==> src/inc/adsq_pkg.sv <==
// Constants for the converter sequencer control block
// Assumes a 100 MHz system clock where one state is one clock cycle
package adsq_pkg;
   // Register offsets on the plain register port
   localparam logic [3:0] ADSQ_OFS_CSR = 4'h0;
   localparam logic [3:0] ADSQ_OFS_CR = 4'h1;
   localparam logic [3:0] ADSQ_OFS_RES_A = 4'h2;
   localparam logic [3:0] ADSQ_OFS_RES_B = 4'h3;
   localparam logic [3:0] ADSQ_OFS_RES_C = 4'h4;
   localparam logic [3:0] ADSQ_OFS_RES_D = 4'h5;
   // Control/status field positions
   localparam int ADSQ_CSR_END = 7;
   localparam int ADSQ_CSR_IE = 6;
   localparam int ADSQ_CSR_START = 5;
   localparam int ADSQ_CSR_SCAN = 4;
   localparam int ADSQ_CSR_CTS = 3;
   localparam int ADSQ_CSR_GRP = 2;
   localparam int ADSQ_CR_EXT_TRIGGER_ENABLE = 7;
   localparam logic [7:0] ADSQ_CSR_RESET = 8'h00;
   localparam logic [6:0] ADSQ_CR_RSVD = 7'h7F;
   localparam logic [15:0] ADSQ_RES_RESET = 16'h0000;
   // Timing in states
   localparam int ADSQ_STATE_NS = 10;
   localparam int ADSQ_SYNC_SLOW = 10;
   localparam int ADSQ_SYNC_FAST = 6;
   localparam int ADSQ_SPL_SLOW = 80;
   localparam int ADSQ_SPL_FAST = 40;
   localparam int ADSQ_CONV_SLOW = 256;
   localparam int ADSQ_CONV_FAST = 128;
   localparam int ADSQ_BITS = 10;
   localparam int ADSQ_CNT_W = 9;
   localparam logic [ADSQ_CNT_W-1:0] ADSQ_SYNC_SLOW_C = ADSQ_CNT_W'(ADSQ_SYNC_SLOW);
   localparam logic [ADSQ_CNT_W-1:0] ADSQ_SYNC_FAST_C = ADSQ_CNT_W'(ADSQ_SYNC_FAST);
   localparam logic [ADSQ_CNT_W-1:0] ADSQ_CONV_SLOW_C = ADSQ_CNT_W'(ADSQ_CONV_SLOW);
   localparam logic [ADSQ_CNT_W-1:0] ADSQ_CONV_FAST_C = ADSQ_CNT_W'(ADSQ_CONV_FAST);
   localparam logic [ADSQ_CNT_W-1:0] ADSQ_SPL_SLOW_C = ADSQ_CNT_W'(ADSQ_SPL_SLOW);
   localparam logic [ADSQ_CNT_W-1:0] ADSQ_SPL_FAST_C = ADSQ_CNT_W'(ADSQ_SPL_FAST);

   typedef enum logic [3:0] {
      ADSQ_IDLE = 4'h1,
      ADSQ_SYNC = 4'h2,
      ADSQ_SAMPLE = 4'h4,
      ADSQ_CONVERT = 4'h8
   } adsq_state_e;
endpackage

==> src/inc/adsq_res_if.sv <==
// Result register write and read port between sequencer and result store
// Assumes one clock domain shared by both ends
`timescale 1ns/10ps
`default_nettype none
interface adsq_res_if;
   logic wr_en;
   logic [1:0] wr_idx;
   logic [9:0] wr_data;
   logic [1:0] rd_idx;
   logic [15:0] rd_data;
   modport seq (output wr_en, output wr_idx, output wr_data, output rd_idx, input rd_data);
   modport store (input wr_en, input wr_idx, input wr_data, input rd_idx, output rd_data);
endinterface
`default_nettype wire

==> src/verilog/adsq_result_store.sv <==
// Four 10-bit result registers with 16-bit registered read data
// Assumes synchronous active-low reset on the system clock
`timescale 1ns/10ps
`default_nettype none
module adsq_result_store
   import adsq_pkg::*;
(
   input wire logic clk,
   input wire logic reset_n,
   adsq_res_if.store res
);
   typedef struct packed {
      logic [3:0][9:0] val;
      logic [15:0] rd;
   } adsq_store_s;
   adsq_store_s st_q;
   adsq_store_s st_d;

   always_comb begin
      st_d = st_q;
      if (res.wr_en) begin
         st_d.val[res.wr_idx] = res.wr_data;
      end
      // Top 8 bits high byte, low 2 bits in 7:6, rest zero
      st_d.rd = {st_q.val[res.rd_idx], 6'h00};
   end

   always_ff @(posedge clk) begin
      if (!reset_n) begin
         st_q <= '0;
      end else begin
         st_q <= st_d;
      end
   end

   assign res.rd_data = st_q.rd;
endmodule
`default_nettype wire

==> src/verilog/adsq_sequencer.sv <==
// Converter sequencer: control/status, trigger, timing, successive approximation
// Assumes register port strobes from CPU logic on CLK and an analog comparator input
//
// The strobed register port and the register addresses were chosen for this implementation.
`timescale 1ns/10ps
`default_nettype none
// Operation
// - Ten-bit successive approximation result per conversion
// - Single mode: start bit held, then self-cleared
// - Single end: store, flag, clear start together
// - Flag set with enable raises interrupt
// - Flag clears by read-then-write-zero only
// - Start with new settings in one write
// - Scan begins at group first channel
// - Next scan channel starts immediately
// - Scan cycles until start bit cleared
// - Scan round end: flag, interrupt, restart
// - Restarted scan resumes at first channel
// - Synchronization delay before sampling
// - Sampling interval 80 or 40 states
// - First conversion time from start write
// - Later scan conversions 256 or 128 states
// - Falling trigger edge sets start when enabled
// - Triggered start behaves like software start
// - Channel pairs share one result register
// - Result layout: high byte, bits 7:6
// - Channel select: group, channel or count
// - Scan start bit held until cleared
module adsq_sequencer
   import adsq_pkg::*;
(
   input wire logic CLK,
   input wire logic RESET_N,
   input wire logic STANDBY,
   input wire logic [3:0] ADDR,
   input wire logic [7:0] WDATA,
   input wire logic WR,
   input wire logic RD,
   output logic [7:0] RDATA,
   output logic CONV_END_IRQ,
   input wire logic EXT_TRIGGER_PIN,
   input wire logic CMP_IN,
   output logic [2:0] ANALOG_SEL,
   output logic SAMPLE_HOLD,
   output logic [9:0] DAC_CODE
);
   typedef struct packed {
      adsq_state_e state;
      logic conv_end_flag;
      logic end_irq_enable;
      logic conv_start_bit;
      logic scan_mode;
      logic conv_time_select;
      logic group_select_bit;
      logic [1:0] channel_select;
      logic ext_trigger_enable;
      logic flag_armed;
      logic [ADSQ_CNT_W-1:0] cnt;
      logic first_conv;
      logic [1:0] chan;
      logic [9:0] sar;
      logic [3:0] bit_idx;
      logic [1:0] trig_sync;
      logic trig_prev;
      logic cmp_s1;
      logic cmp_s2;
      logic [7:0] rdata;
      logic irq;
      logic [2:0] asel;
      logic sh;
      logic [9:0] dac;
      logic rd_hi_pend;
      logic [7:0] temp;
   } adsq_seq_s;

   adsq_seq_s s_q;
   adsq_seq_s s_d;
   adsq_res_if res ();

   adsq_result_store u_store (
      .clk(CLK),
      .reset_n(RESET_N && !STANDBY),
      .res(res)
   );

   // ---------------------------------------------------------------
   // Combinational next state
   // ---------------------------------------------------------------
   logic [ADSQ_CNT_W-1:0] sync_len;
   logic [ADSQ_CNT_W-1:0] spl_len;
   logic [ADSQ_CNT_W-1:0] conv_len;
   logic [ADSQ_CNT_W-1:0] step_len;
   logic [ADSQ_CNT_W-1:0] rem_len;
   logic trig_fall;
   logic wr_csr;
   logic wr_cr;
   logic rd_csr;
   logic set_flag;
   logic conv_done;
   logic last_chan;
   logic [1:0] res_addr_idx;

   always_comb begin
      s_d = s_q;
      res.wr_en = 1'b0;
      res.wr_idx = s_q.scan_mode ? s_q.chan : s_q.channel_select;
      res.wr_data = s_q.sar;
      set_flag = 1'b0;
      conv_done = 1'b0;
      res_addr_idx = ADDR[1:0] - 2'(ADSQ_OFS_RES_A);
      res.rd_idx = res_addr_idx;
      sync_len = s_q.conv_time_select ? ADSQ_SYNC_FAST_C : ADSQ_SYNC_SLOW_C;
      spl_len = s_q.conv_time_select ? ADSQ_SPL_FAST_C : ADSQ_SPL_SLOW_C;
      conv_len = s_q.conv_time_select ? ADSQ_CONV_FAST_C : ADSQ_CONV_SLOW_C;
      // Ten equal bit trials, leftover cycles added to the first trial
      step_len = ADSQ_CNT_W'((conv_len - spl_len) / ADSQ_CNT_W'(ADSQ_BITS));
      rem_len = conv_len - spl_len - ADSQ_CNT_W'(ADSQ_BITS) * step_len;
      wr_csr = WR && (ADDR == ADSQ_OFS_CSR);
      wr_cr = WR && (ADDR == ADSQ_OFS_CR);
      rd_csr = RD && (ADDR == ADSQ_OFS_CSR);
      last_chan = !s_q.scan_mode || (s_q.chan == s_q.channel_select);
      trig_fall = s_q.trig_prev && !s_q.trig_sync[1];

      // Pin synchronisers
      s_d.trig_sync = {s_q.trig_sync[0], EXT_TRIGGER_PIN};
      s_d.trig_prev = s_q.trig_sync[1];
      s_d.cmp_s1 = CMP_IN;
      s_d.cmp_s2 = s_q.cmp_s1;

      // -------------------------------------------------------------
      // Sequencer
      // -------------------------------------------------------------
      case (s_q.state)
         ADSQ_IDLE: begin
            s_d.sh = 1'b0;
         end
         ADSQ_SYNC: begin
            if (s_q.cnt == ADSQ_CNT_W'(1)) begin
               s_d.state = ADSQ_SAMPLE;
               s_d.cnt = spl_len;
               s_d.sh = 1'b1;
            end else begin
               s_d.cnt = s_q.cnt - ADSQ_CNT_W'(1);
            end
         end
         ADSQ_SAMPLE: begin
            if (s_q.cnt == ADSQ_CNT_W'(1)) begin
               s_d.state = ADSQ_CONVERT;
               s_d.sh = 1'b0;
               s_d.bit_idx = 4'h9;
               s_d.sar = 10'h200;
               s_d.dac = 10'h200;
               s_d.cnt = step_len + rem_len;
            end else begin
               s_d.cnt = s_q.cnt - ADSQ_CNT_W'(1);
            end
         end
         ADSQ_CONVERT: begin
            if (s_q.cnt == ADSQ_CNT_W'(1)) begin
               // Comparator high keeps the trial bit
               if (!s_q.cmp_s2) begin
                  s_d.sar[s_q.bit_idx] = 1'b0;
               end
               if (s_q.bit_idx != 4'h0) begin
                  s_d.sar[s_q.bit_idx - 4'h1] = 1'b1;
                  s_d.bit_idx = s_q.bit_idx - 4'h1;
                  s_d.cnt = step_len;
               end else begin
                  conv_done = 1'b1;
               end
               s_d.dac = s_d.sar;
            end else begin
               s_d.cnt = s_q.cnt - ADSQ_CNT_W'(1);
            end
         end
         default: begin
            s_d.state = ADSQ_IDLE;
         end
      endcase

      if (conv_done) begin
         res.wr_en = 1'b1;
         res.wr_data = s_d.sar;
         s_d.first_conv = 1'b0;
         if (last_chan) begin
            set_flag = 1'b1;
         end
         if (!s_q.scan_mode) begin
            s_d.conv_start_bit = 1'b0;
            s_d.state = ADSQ_IDLE;
         end else begin
            // Next channel at once, with the fixed later-conversion time
            s_d.chan = last_chan ? 2'b00 : s_q.chan + 2'b01;
            s_d.state = ADSQ_SAMPLE;
            s_d.cnt = spl_len;
            s_d.sh = 1'b1;
         end
      end

      // -------------------------------------------------------------
      // Register writes
      // -------------------------------------------------------------
      if (wr_csr) begin
         s_d.end_irq_enable = WDATA[ADSQ_CSR_IE];
         s_d.scan_mode = WDATA[ADSQ_CSR_SCAN];
         s_d.conv_time_select = WDATA[ADSQ_CSR_CTS];
         s_d.group_select_bit = WDATA[ADSQ_CSR_GRP];
         s_d.channel_select = WDATA[1:0];
         s_d.conv_start_bit = WDATA[ADSQ_CSR_START];
         if (!WDATA[ADSQ_CSR_END] && s_q.flag_armed) begin
            s_d.conv_end_flag = 1'b0;
            s_d.flag_armed = 1'b0;
         end
      end
      if (wr_cr) begin
         s_d.ext_trigger_enable = WDATA[ADSQ_CR_EXT_TRIGGER_ENABLE];
      end

      // Start from software or pin; a scan always begins at the group's first channel
      if ((wr_csr && WDATA[ADSQ_CSR_START] && !s_q.conv_start_bit)
          || (s_q.ext_trigger_enable && trig_fall && !s_q.conv_start_bit)) begin
         s_d.conv_start_bit = 1'b1;
         s_d.state = ADSQ_SYNC;
         s_d.cnt = sync_len;
         s_d.sh = 1'b0;
         s_d.first_conv = 1'b1;
         s_d.chan = 2'b00;
         if (wr_csr) begin
            sync_len = WDATA[ADSQ_CSR_CTS] ? ADSQ_SYNC_FAST_C : ADSQ_SYNC_SLOW_C;
            s_d.cnt = sync_len;
         end
      end else if (wr_csr && !WDATA[ADSQ_CSR_START]) begin
         s_d.state = ADSQ_IDLE;
         s_d.sh = 1'b0;
      end

      if (rd_csr && s_q.conv_end_flag) begin
         s_d.flag_armed = 1'b1;
      end
      if (set_flag) begin
         s_d.conv_end_flag = 1'b1;
         s_d.flag_armed = 1'b0;
      end
      s_d.irq = s_d.conv_end_flag && s_d.end_irq_enable;

      s_d.asel = {s_d.group_select_bit,
                  s_d.scan_mode ? s_d.chan : s_d.channel_select};

      // Read data, one cycle after the strobe
      s_d.rdata = 8'h00;
      s_d.rd_hi_pend = 1'b0;
      if (RD) begin
         case (ADDR)
            ADSQ_OFS_CSR: s_d.rdata = {s_q.conv_end_flag, s_q.end_irq_enable,
               s_q.conv_start_bit, s_q.scan_mode, s_q.conv_time_select,
               s_q.group_select_bit, s_q.channel_select};
            ADSQ_OFS_CR: s_d.rdata = {s_q.ext_trigger_enable, ADSQ_CR_RSVD};
            ADSQ_OFS_RES_A, ADSQ_OFS_RES_B, ADSQ_OFS_RES_C, ADSQ_OFS_RES_D: begin
               s_d.rd_hi_pend = 1'b1;
            end
            default: s_d.rdata = 8'h00;
         endcase
      end
   end

   // ---------------------------------------------------------------
   // State register
   // ---------------------------------------------------------------
   always_ff @(posedge CLK) begin
      if (!RESET_N || STANDBY) begin
         s_q <= '0;
         s_q.state <= ADSQ_IDLE;
         s_q.trig_sync <= 2'b11;
         s_q.trig_prev <= 1'b1;
      end else begin
         s_q <= s_d;
      end
   end

   // Result reads come from the store's registered data, low byte of word
   assign RDATA = s_q.rd_hi_pend ? res.rd_data[7:0] : s_q.rdata;
   assign CONV_END_IRQ = s_q.irq;
   assign ANALOG_SEL = s_q.asel;
   assign SAMPLE_HOLD = s_q.sh;
   assign DAC_CODE = s_q.dac;
endmodule
`default_nettype wire

==> config.mk <==
export PLATFORM = sky130hd
export DESIGN_NAME = adsq_sequencer
export DESIGN_NICKNAME = d
export VERILOG_FILES = /design/src/inc/adsq_pkg.sv /design/src/inc/adsq_res_if.sv /design/src/verilog/adsq_result_store.sv /design/src/verilog/adsq_sequencer.sv
export SDC_FILE = /design/constraint.sdc
export NUM_CORES = 1
export LEC_CHECK = 0
export ABC_AREA = 1
export ABC_CLOCK_PERIOD_IN_PS = 1700
export BUFFER_PORTS_ARGS = -buffer_cell sky130_fd_sc_hd__buf_2
export CAP_MARGIN = 25
export CORE_MARGIN = 10
export CORE_UTILIZATION = 55
export DETAILED_ROUTE_END_ITERATION = 16
export PLACE_DENSITY = 0.82
export SLEW_MARGIN = 20
export SYNTH_ARGS = -nofsm -noshare
export SYNTH_HDL_FRONTEND = slang
export SYNTH_HIERARCHICAL = 1
export SYNTH_SLANG_ARGS = --single-unit
==> constraint.sdc <==
create_clock -name CLK -period 1.7 [get_ports CLK]
set_input_delay 0.085 -clock CLK [delete_from_list [all_inputs] [get_ports CLK]]
set_output_delay 0.085 -clock CLK [all_outputs]
set_load 0.005 [all_outputs]
==> run summary, run 1 <==
The chip height is 105.7 um. The worst setup path is captured at a flip-flop. In this run the clock root is driven by a sky130_fd_sc_hd__clkbuf_8. During placement, the flow inserted port buffers numbering between 40 and 50. The initial antenna violation count is 0. The max-capacitance violation count came out at 0.

The final routed wirelength across all metal layers is approximately 10000 um. The placed standard-cell area is 4274 um^2. The via count of the first global-routing pass is between 3000 and 4000. In this run the power density over the cells is 671.1 nW/um^2.

The flow ran to the end, but the final reports show violations. The number of failing hold endpoints at the final stage came out at 0. Counting tap cells, the placed design contains a total of 709 instances. Entering global routing, the biggest net connects 28 pins.

The count of clock tree sinks is 77. The number of pins exceeding their max-slew limit in the final report is 0. The maximum fanout count along the critical path came out at 8. The residual DRC count came out at 0. The headroom to the max-slew limit came out at 53.20%.

TritonCTS built the clock tree. Setup repair after global routing could not meet its margin everywhere. The area of the die is 11170 um^2. The final reports fail on setup timing. The clock buffer count from CTS is 9.

Leaving out fill and tap cells, the most frequent cell in the layout is sky130_fd_sc_hd__nand2_1. The starting utilization of the core area came out at 55.98%. The detailed-route wire length per cell is 13.38 um. The horizontal die dimension is 105.7 um. The HPWL after detailed placement is 6965 um.

The worst endpoint data arrival time came out at 2.01 ns. Before antenna repair, the detailed router went through 5 iterations. Setup slack on the worst reg-to-reg path comes out at -0.03 ns. The total via count in the routed design is between 3000 and 4000.

The number of cells in the finished layout apart from fillers came out at 746. Clock skew on the completed layout was measured at 0.01064 ns. From synthesis to final layout, the design area changed by 19.67%. The tightest min-delay check is of the input pin to flip-flop type.

At the end of routability-driven placement, the weighted congestion stood at a little over 0.9. The area of all placed cells without fillers is 4833 um^2. The synthesized cell area came out at 4039 um^2.

In the global route stage, overall resource usage came out at around 16%. The number of DRC violations after detailed-routing iteration 0 is 254. Timing would allow up to 578.2 MHz. In the layout the commonest cells are sky130_fd_sc_hd__nand2_1 (125), sky130_fd_sc_hd__dfxtp_1 (71), sky130_fd_sc_hd__nor2_1 (60). The total inserted antenna cells came out at 0. The maximum buffer depth of the clock tree is 2.

The insertion delay of the later-clocked pin in the worst-skew pair is 0.36 ns. The average cell area after synthesis came out at between 6 and 7 um^2. The type of the worst setup path is flip-flop to flip-flop. The number of H-tree branching levels is 3. The synthesized instance count came out at slightly below 600. The setup slack after layout is -0.02960 ns. The startpoint class of the critical path is a flip-flop. The clock-pin slew on the worst setup and hold paths is 0.08 ns. For this run the aggregate overflow at the end of global routing stands at 0. The fraction of the cycle the final worst path needs is 101.7%. The fraction of final layout cells with drive strength greater than 1 is roughly 27%.

The floorplan has 31 rows. The post-layout minimum cycle time came out at 1.730 ns. The Yosys warning count is 6. The reported leakage power is 0.002166 uW.

The boundary pin count is 42. Data on the critical path is required at its endpoint by 1.98 ns. The via count normalized by instance count is 5.158. The peak supply drop is 0.3525 mV. The core outline area is 7214 um^2. The count of nets left with antenna violations after detail routing is 0.

The first global-routing pass estimated between 15000 and 20000 um of wire. For this run, the post-layout net count is 663. Setup violations remaining at the end of the flow were counted as 2.

At the pin with the least slew margin, the transition time is 0.6947 ns.
==> routing by layer <==
metal  share of wire, %  up-vias  routed length [um]  GRT usage, %
li1                   -     1956                   -             -
met1                 44     1737                4363         19.54
met2                 48      131                4790         26.90
met3                5.8       24                 579         3.776
met4                2.5        0                 250         8.414
met5                  0        -                   0             0
==> sequential cells by signal, indices dropped and copies added, names as in the netlist <==
signal / cells
DAC_CODE: 10
u_store/res.rd_data: 2
CONV_END_IRQ: 1
ANALOG_SEL: 2
s_q: 50
u_store/st_q: 8
s_d: 3
SAMPLE_HOLD: 1
==> power by group <==
part	total [uW]	switching, uW	internal, uW
logic	146	87.5	58.1
clock network	1280	733	549
registers	1820	5.94	1810
==> repair_timing <==
item                       CTS  global route
hold buffers                 5             0
pin swaps                    0            28
buffers inserted             0            16
setup endpoints to repair    1            28
resized for setup            1            67
hold endpoints to repair     4             0
gates cloned                 0             1
==> metrics by stage <==
step           hold slack [ns]  setup slack (ns)  util [%]   TNS (ns)  power [uW]
4_1_cts               0.002384           0.02409     62.45          0        3270
3_3_place_gp            0.2738           0.06862     59.24          0        1985
5_1_grt                0.03138           -0.1027     67.00     -1.501        3376
3_5_place_dp            0.2800         -0.002229     59.24  -0.002229        1989
2_1_floorplan           0.1616           0.02355         -          0        1950
6_report              0.009752          -0.02960     67.00   -0.04755        3244
==> area by class of cell <==
type	count	area [um^2]
Fill cell	593	2381
Tap cell	99	123.9
Clock buffer	9	123.9
Multi-Input combinational cell	393	2097
Timing Repair Buffer	86	588.1
Inverter	75	294.0
Clock inverter	7	57.56
Sequential cell	77	1549
==> worst max-delay path: stages (launching register included) <==
cell                      delay [ns]
sky130_fd_sc_hd__dfxtp_2        0.34
sky130_fd_sc_hd__inv_2          0.08
sky130_fd_sc_hd__ha_4           0.14
sky130_fd_sc_hd__nand2_4        0.04
sky130_fd_sc_hd__nor2_4         0.17
sky130_fd_sc_hd__nand2_8        0.13
sky130_fd_sc_hd__inv_8          0.09
sky130_fd_sc_hd__nand2_1        0.12
sky130_fd_sc_hd__nand2_1        0.15
sky130_fd_sc_hd__nand2_1        0.08
sky130_fd_sc_hd__nand2_1        0.07
sky130_fd_sc_hd__nand2_1        0.06
sky130_fd_sc_hd__a21oi_2        0.17
==> worst paths after layout <==
check / cells after the start / endpoint / startpoint
setup / recovery: 12 / s_q[55] / s_q[55]
hold reg to reg: 1 / s_d[34] / s_d[36]
setup reg to reg: 12 / s_q[55] / s_q[55]
hold / removal: 3 / s_q[68] / WDATA[3]
No activity file was read; power rests on OpenSTA's default activity.
==> inputs of run 2 (changes only) <==
--- a/config.mk
+++ b/config.mk
@@ -13,6 +13,7 @@
 export CORE_UTILIZATION = 55
 export DETAILED_ROUTE_END_ITERATION = 16
 export PLACE_DENSITY = 0.82
+export SETUP_SLACK_MARGIN = 0.5
 export SLEW_MARGIN = 20
 export SYNTH_ARGS = -nofsm -noshare
 export SYNTH_HDL_FRONTEND = slang
==> run summary, run 2 (same netlist as run 1, synthesis figures left out) <==
The total via count in the routed design is 4251 (+10%). The total power density per cell area is 637.9 nW/um^2 (-4.9%). The setup slack after layout is -0.07490 ns (-0.04530 ns).

The fraction of the cycle the final worst path needs came to 104.4% (+2.7 points). The total number of nets in the final design is 673 (+1.5%). For this design, the slowest cell found on the critical path is sky130_fd_sc_hd__dfxtp_4. The sum of met2 wire segment lengths after detailed routing is 6310 um (+32%). The fraction of final layout cells with drive strength greater than 1 came out at 40.33% (+13 points). The routed length on met3 came out at 765 um (+32%). The maximum clock rate came to 563.4 MHz (-2.6%). The area added between synthesis and finish came out at 34.70%. The starting utilization of the core area came to 55.98% (unchanged).

The total of buffers placed on input and output ports is 41 (unchanged). The TritonCTS clock tree is yes. The pin count of the biggest net entering global routing came out at 42 (+50%). The run finished, with violations left. The buffer and inverter count on the worst path was 1 (-1). The signal on the critical path passes through nor2_4, nand2_2, nor2_4, nand2_8, nor2_4, buf_6, nand2_2, nand2_1, nand2_1, nand2_1, nand2_1, a21oi_2. The number of DRC violations after detailed-routing iteration 0 is 282 (+11%). The worst setup path is launched from a flip-flop. The worst endpoint data arrival time came out at 2.07 ns (+0.06 ns).

The most frequent standard cell in the layout excluding fill and tap cells is sky130_fd_sc_hd__nand2_1. The residual DRC count was 0 (unchanged). The insertion delay of the later-clocked pin in the worst-skew pair is 0.36 ns (about the same).

The register with the most flip-flops in the final layout is s_q. The core outline area is 7214 um^2 (unchanged). The reported leakage power came to 0.002413 uW (+11%). The root buffer cell chosen for the clock tree is sky130_fd_sc_hd__clkbuf_8. The total inserted antenna cells is 0 (unchanged). The transition time at the pin with the least slew margin came out at 0.5522 ns (-0.1425 ns). The via count of the first global-routing pass is 4070 (+19%). Leaving out fill and tap cells, the most frequent cells in the layout are sky130_fd_sc_hd__nand2_1 (91), sky130_fd_sc_hd__dfxtp_1 (68), sky130_fd_sc_hd__inv_1 (55). The maximum buffer depth of the clock tree came out at 2 (unchanged). The kind of cell with the highest combined delay along the critical path is simple AND/OR/NAND/NOR gates. The number of H-tree branching levels was 3 (unchanged). The maximum fanout count along the critical path came out at 7 (-1). The minimum hold slack is 0.002926 ns (-0.006825 ns). The headroom to the max-slew limit is 63.19% (+10 points). The number of failing hold endpoints at the final stage is 0 (unchanged). The post-route clock skew came out at 0.008765 ns (-0.001874 ns). The first-pass GRT wire length came out at 18940 um (+23%). Setup repair after global routing could not meet its margin everywhere. The clock-pin slew on the worst setup and hold paths is 0.09 ns (about the same). The delay of the slowest critical-path stage came out at 0.37 ns (+0.03 ns). The boundary pin count is 42 (unchanged). In this run the top signal layer used is met4. The path type of the worst min-delay path is input pin to flip-flop. Among the stages of the critical path, the cell type that occurs most often is sky130_fd_sc_hd__nand2_1. The total routed wire length on the met1 layer is 4752 um (+8.9%).

The number of flip-flops under the largest register name was 50 (unchanged). The number of pins exceeding their max-slew limit in the final report is 0 (unchanged). The total setup violations reported at the end of the flow is 12 (+10). The initial antenna violation count is 0 (unchanged).

The last weighted congestion value of the routability-driven placer is 0.9328 (+0.77%). The final routed wirelength across all metal layers came out at 12400 um (+24%). The standard-cell row count is 31 (unchanged). The worst setup path is of the flip-flop to flip-flop kind. The total placed cells including tap cells is 707 (-0.28%). The area of the die came out at 11170 um^2 (unchanged).

The power after layout came out at 3470 uW (+7.0%). The count of clock tree sinks is 77 (unchanged). The number of cells in the finished layout apart from fillers came out at 756 (+1.3%). The post-layout minimum cycle time came out at 1.775 ns (+0.04530 ns). The worst setup path is captured at a flip-flop. The all-layer global routing usage came out at 20.23% (+3.9 points). The final reports fail on setup timing. The endpoint required time on the critical path is 1.99 ns (about the same). The max-capacitance violation count came out at 0 (unchanged). The chip height came out at 105.7 um (unchanged). The fill cell total of the finished layout came out at 493 (-17%). The horizontal die dimension is 105.7 um (unchanged). The first-pass detailed-route iteration total came out at 5 (unchanged). The HPWL after detailed placement was 7251 um (+4.1%). The global-route congestion overflow total came out at 0 (unchanged). The via count normalized by instance count was 5.623 (+9.0%). The detailed-route wire length per cell is 16.40 um (+23%). The count of nets left with antenna violations after detail routing came to 0 (unchanged). The peak supply drop came out at 0.4755 mV (+35%). The clock buffer count from CTS came out at 9 (unchanged).
## run 2: cell count changes in the layout (fill, tap and decap cells not counted), sizes merged
| cell | previous run | this run |
|---|---|---|
| clkbuf | 9 | 11 |
| bufinv | 0 | 1 |
| nor2 | 83 | 82 |
| clkinv | 8 | 6 |
| dlygate4sd3 | 4 | 5 |
| buf | 81 | 92 |
| dlymetal6s4s | 1 | 0 |
| clkinvlp | 2 | 1 |
## run 2: path summary, 6_finish.rpt
check	from	endpoint	slack (ns)	cells past startpoint
worst max-delay path	s_q[60]	s_q[55]	-0.07	12
worst min-delay path	WR	s_q[64]	0.003	3
worst max register to register	s_q[60]	s_q[55]	-0.07	12
worst min register to register	s_d[32]	s_q[32]	0.42	2
## run 2: repair_timing
| item | CTS | global route |
|---|---|---|
| pin swaps | 37 | 33 |
| hold buffers | 5 | 0 |
| gates resized for setup | 89 | 94 |
| endpoints found under the hold margin | 4 | 0 |
| buffers inserted | 18 | 9 |
| endpoints found under the setup margin | 62 | 62 |
| gates cloned | 1 | 0 |
## run 2: report_power, final
group          switching [uW]  internal (uW)  total [uW]  leakage, uW
clock                     759            741        1500     0.000102
combinational            98.2           61.5         160      0.00168
sequential               7.35           1800        1810     0.000627
total                     865           2610        3470      0.00241
## run 2: worst reg2reg max path, delay by kind of cell, from the launching register on
family / cells / cell delay [ns]
buffers and inverters: 1 / 0.12
AOI/OAI and AO/OA: 1 / 0.14
DFF: 1 / 0.37
and+or+nand+nor: 10 / 1.07
## run 2: layout make-up
| class | count | area (um^2) | share of cell area, % |
|---|---|---|---|
| repair buffers | 97 | 759.5 | 13.96 |
| clock buffers | 11 | 141.4 | 2.599 |
| flip-flops and latches | 77 | 1563 | 28.73 |
| inverters | 75 | 291.5 | 5.359 |
| multi-input cells | 392 | 2495 | 45.86 |
| well taps | 99 | 123.9 | 2.277 |
| clock inverters | 5 | 66.31 | 1.219 |
## run 2: per-stage QoR
step | util, % | setup TNS, ns | setup WS [ns] | area (um^2)
floorplan | - | 0 | 0.1163 | 4130
global placement | 60.11 | 0 | 0.06544 | 4337
detailed placement | 60.11 | 0 | 0.008335 | 4337
CTS | 69.89 | 0 | 0.05278 | 5042
global route | 75.41 | -3.278 | -0.1739 | 5440
finish | 75.41 | -0.3956 | -0.07490 | 5440
## run 2: per-layer routing
layer | track usage [%] | vias to the layer above
met2 | 35.16 | 192
met4 | 9.381 | 0
met3 | 4.750 | 65
met1 | 22.87 | 2017
met5 | 0 | -
li1 | - | 1977
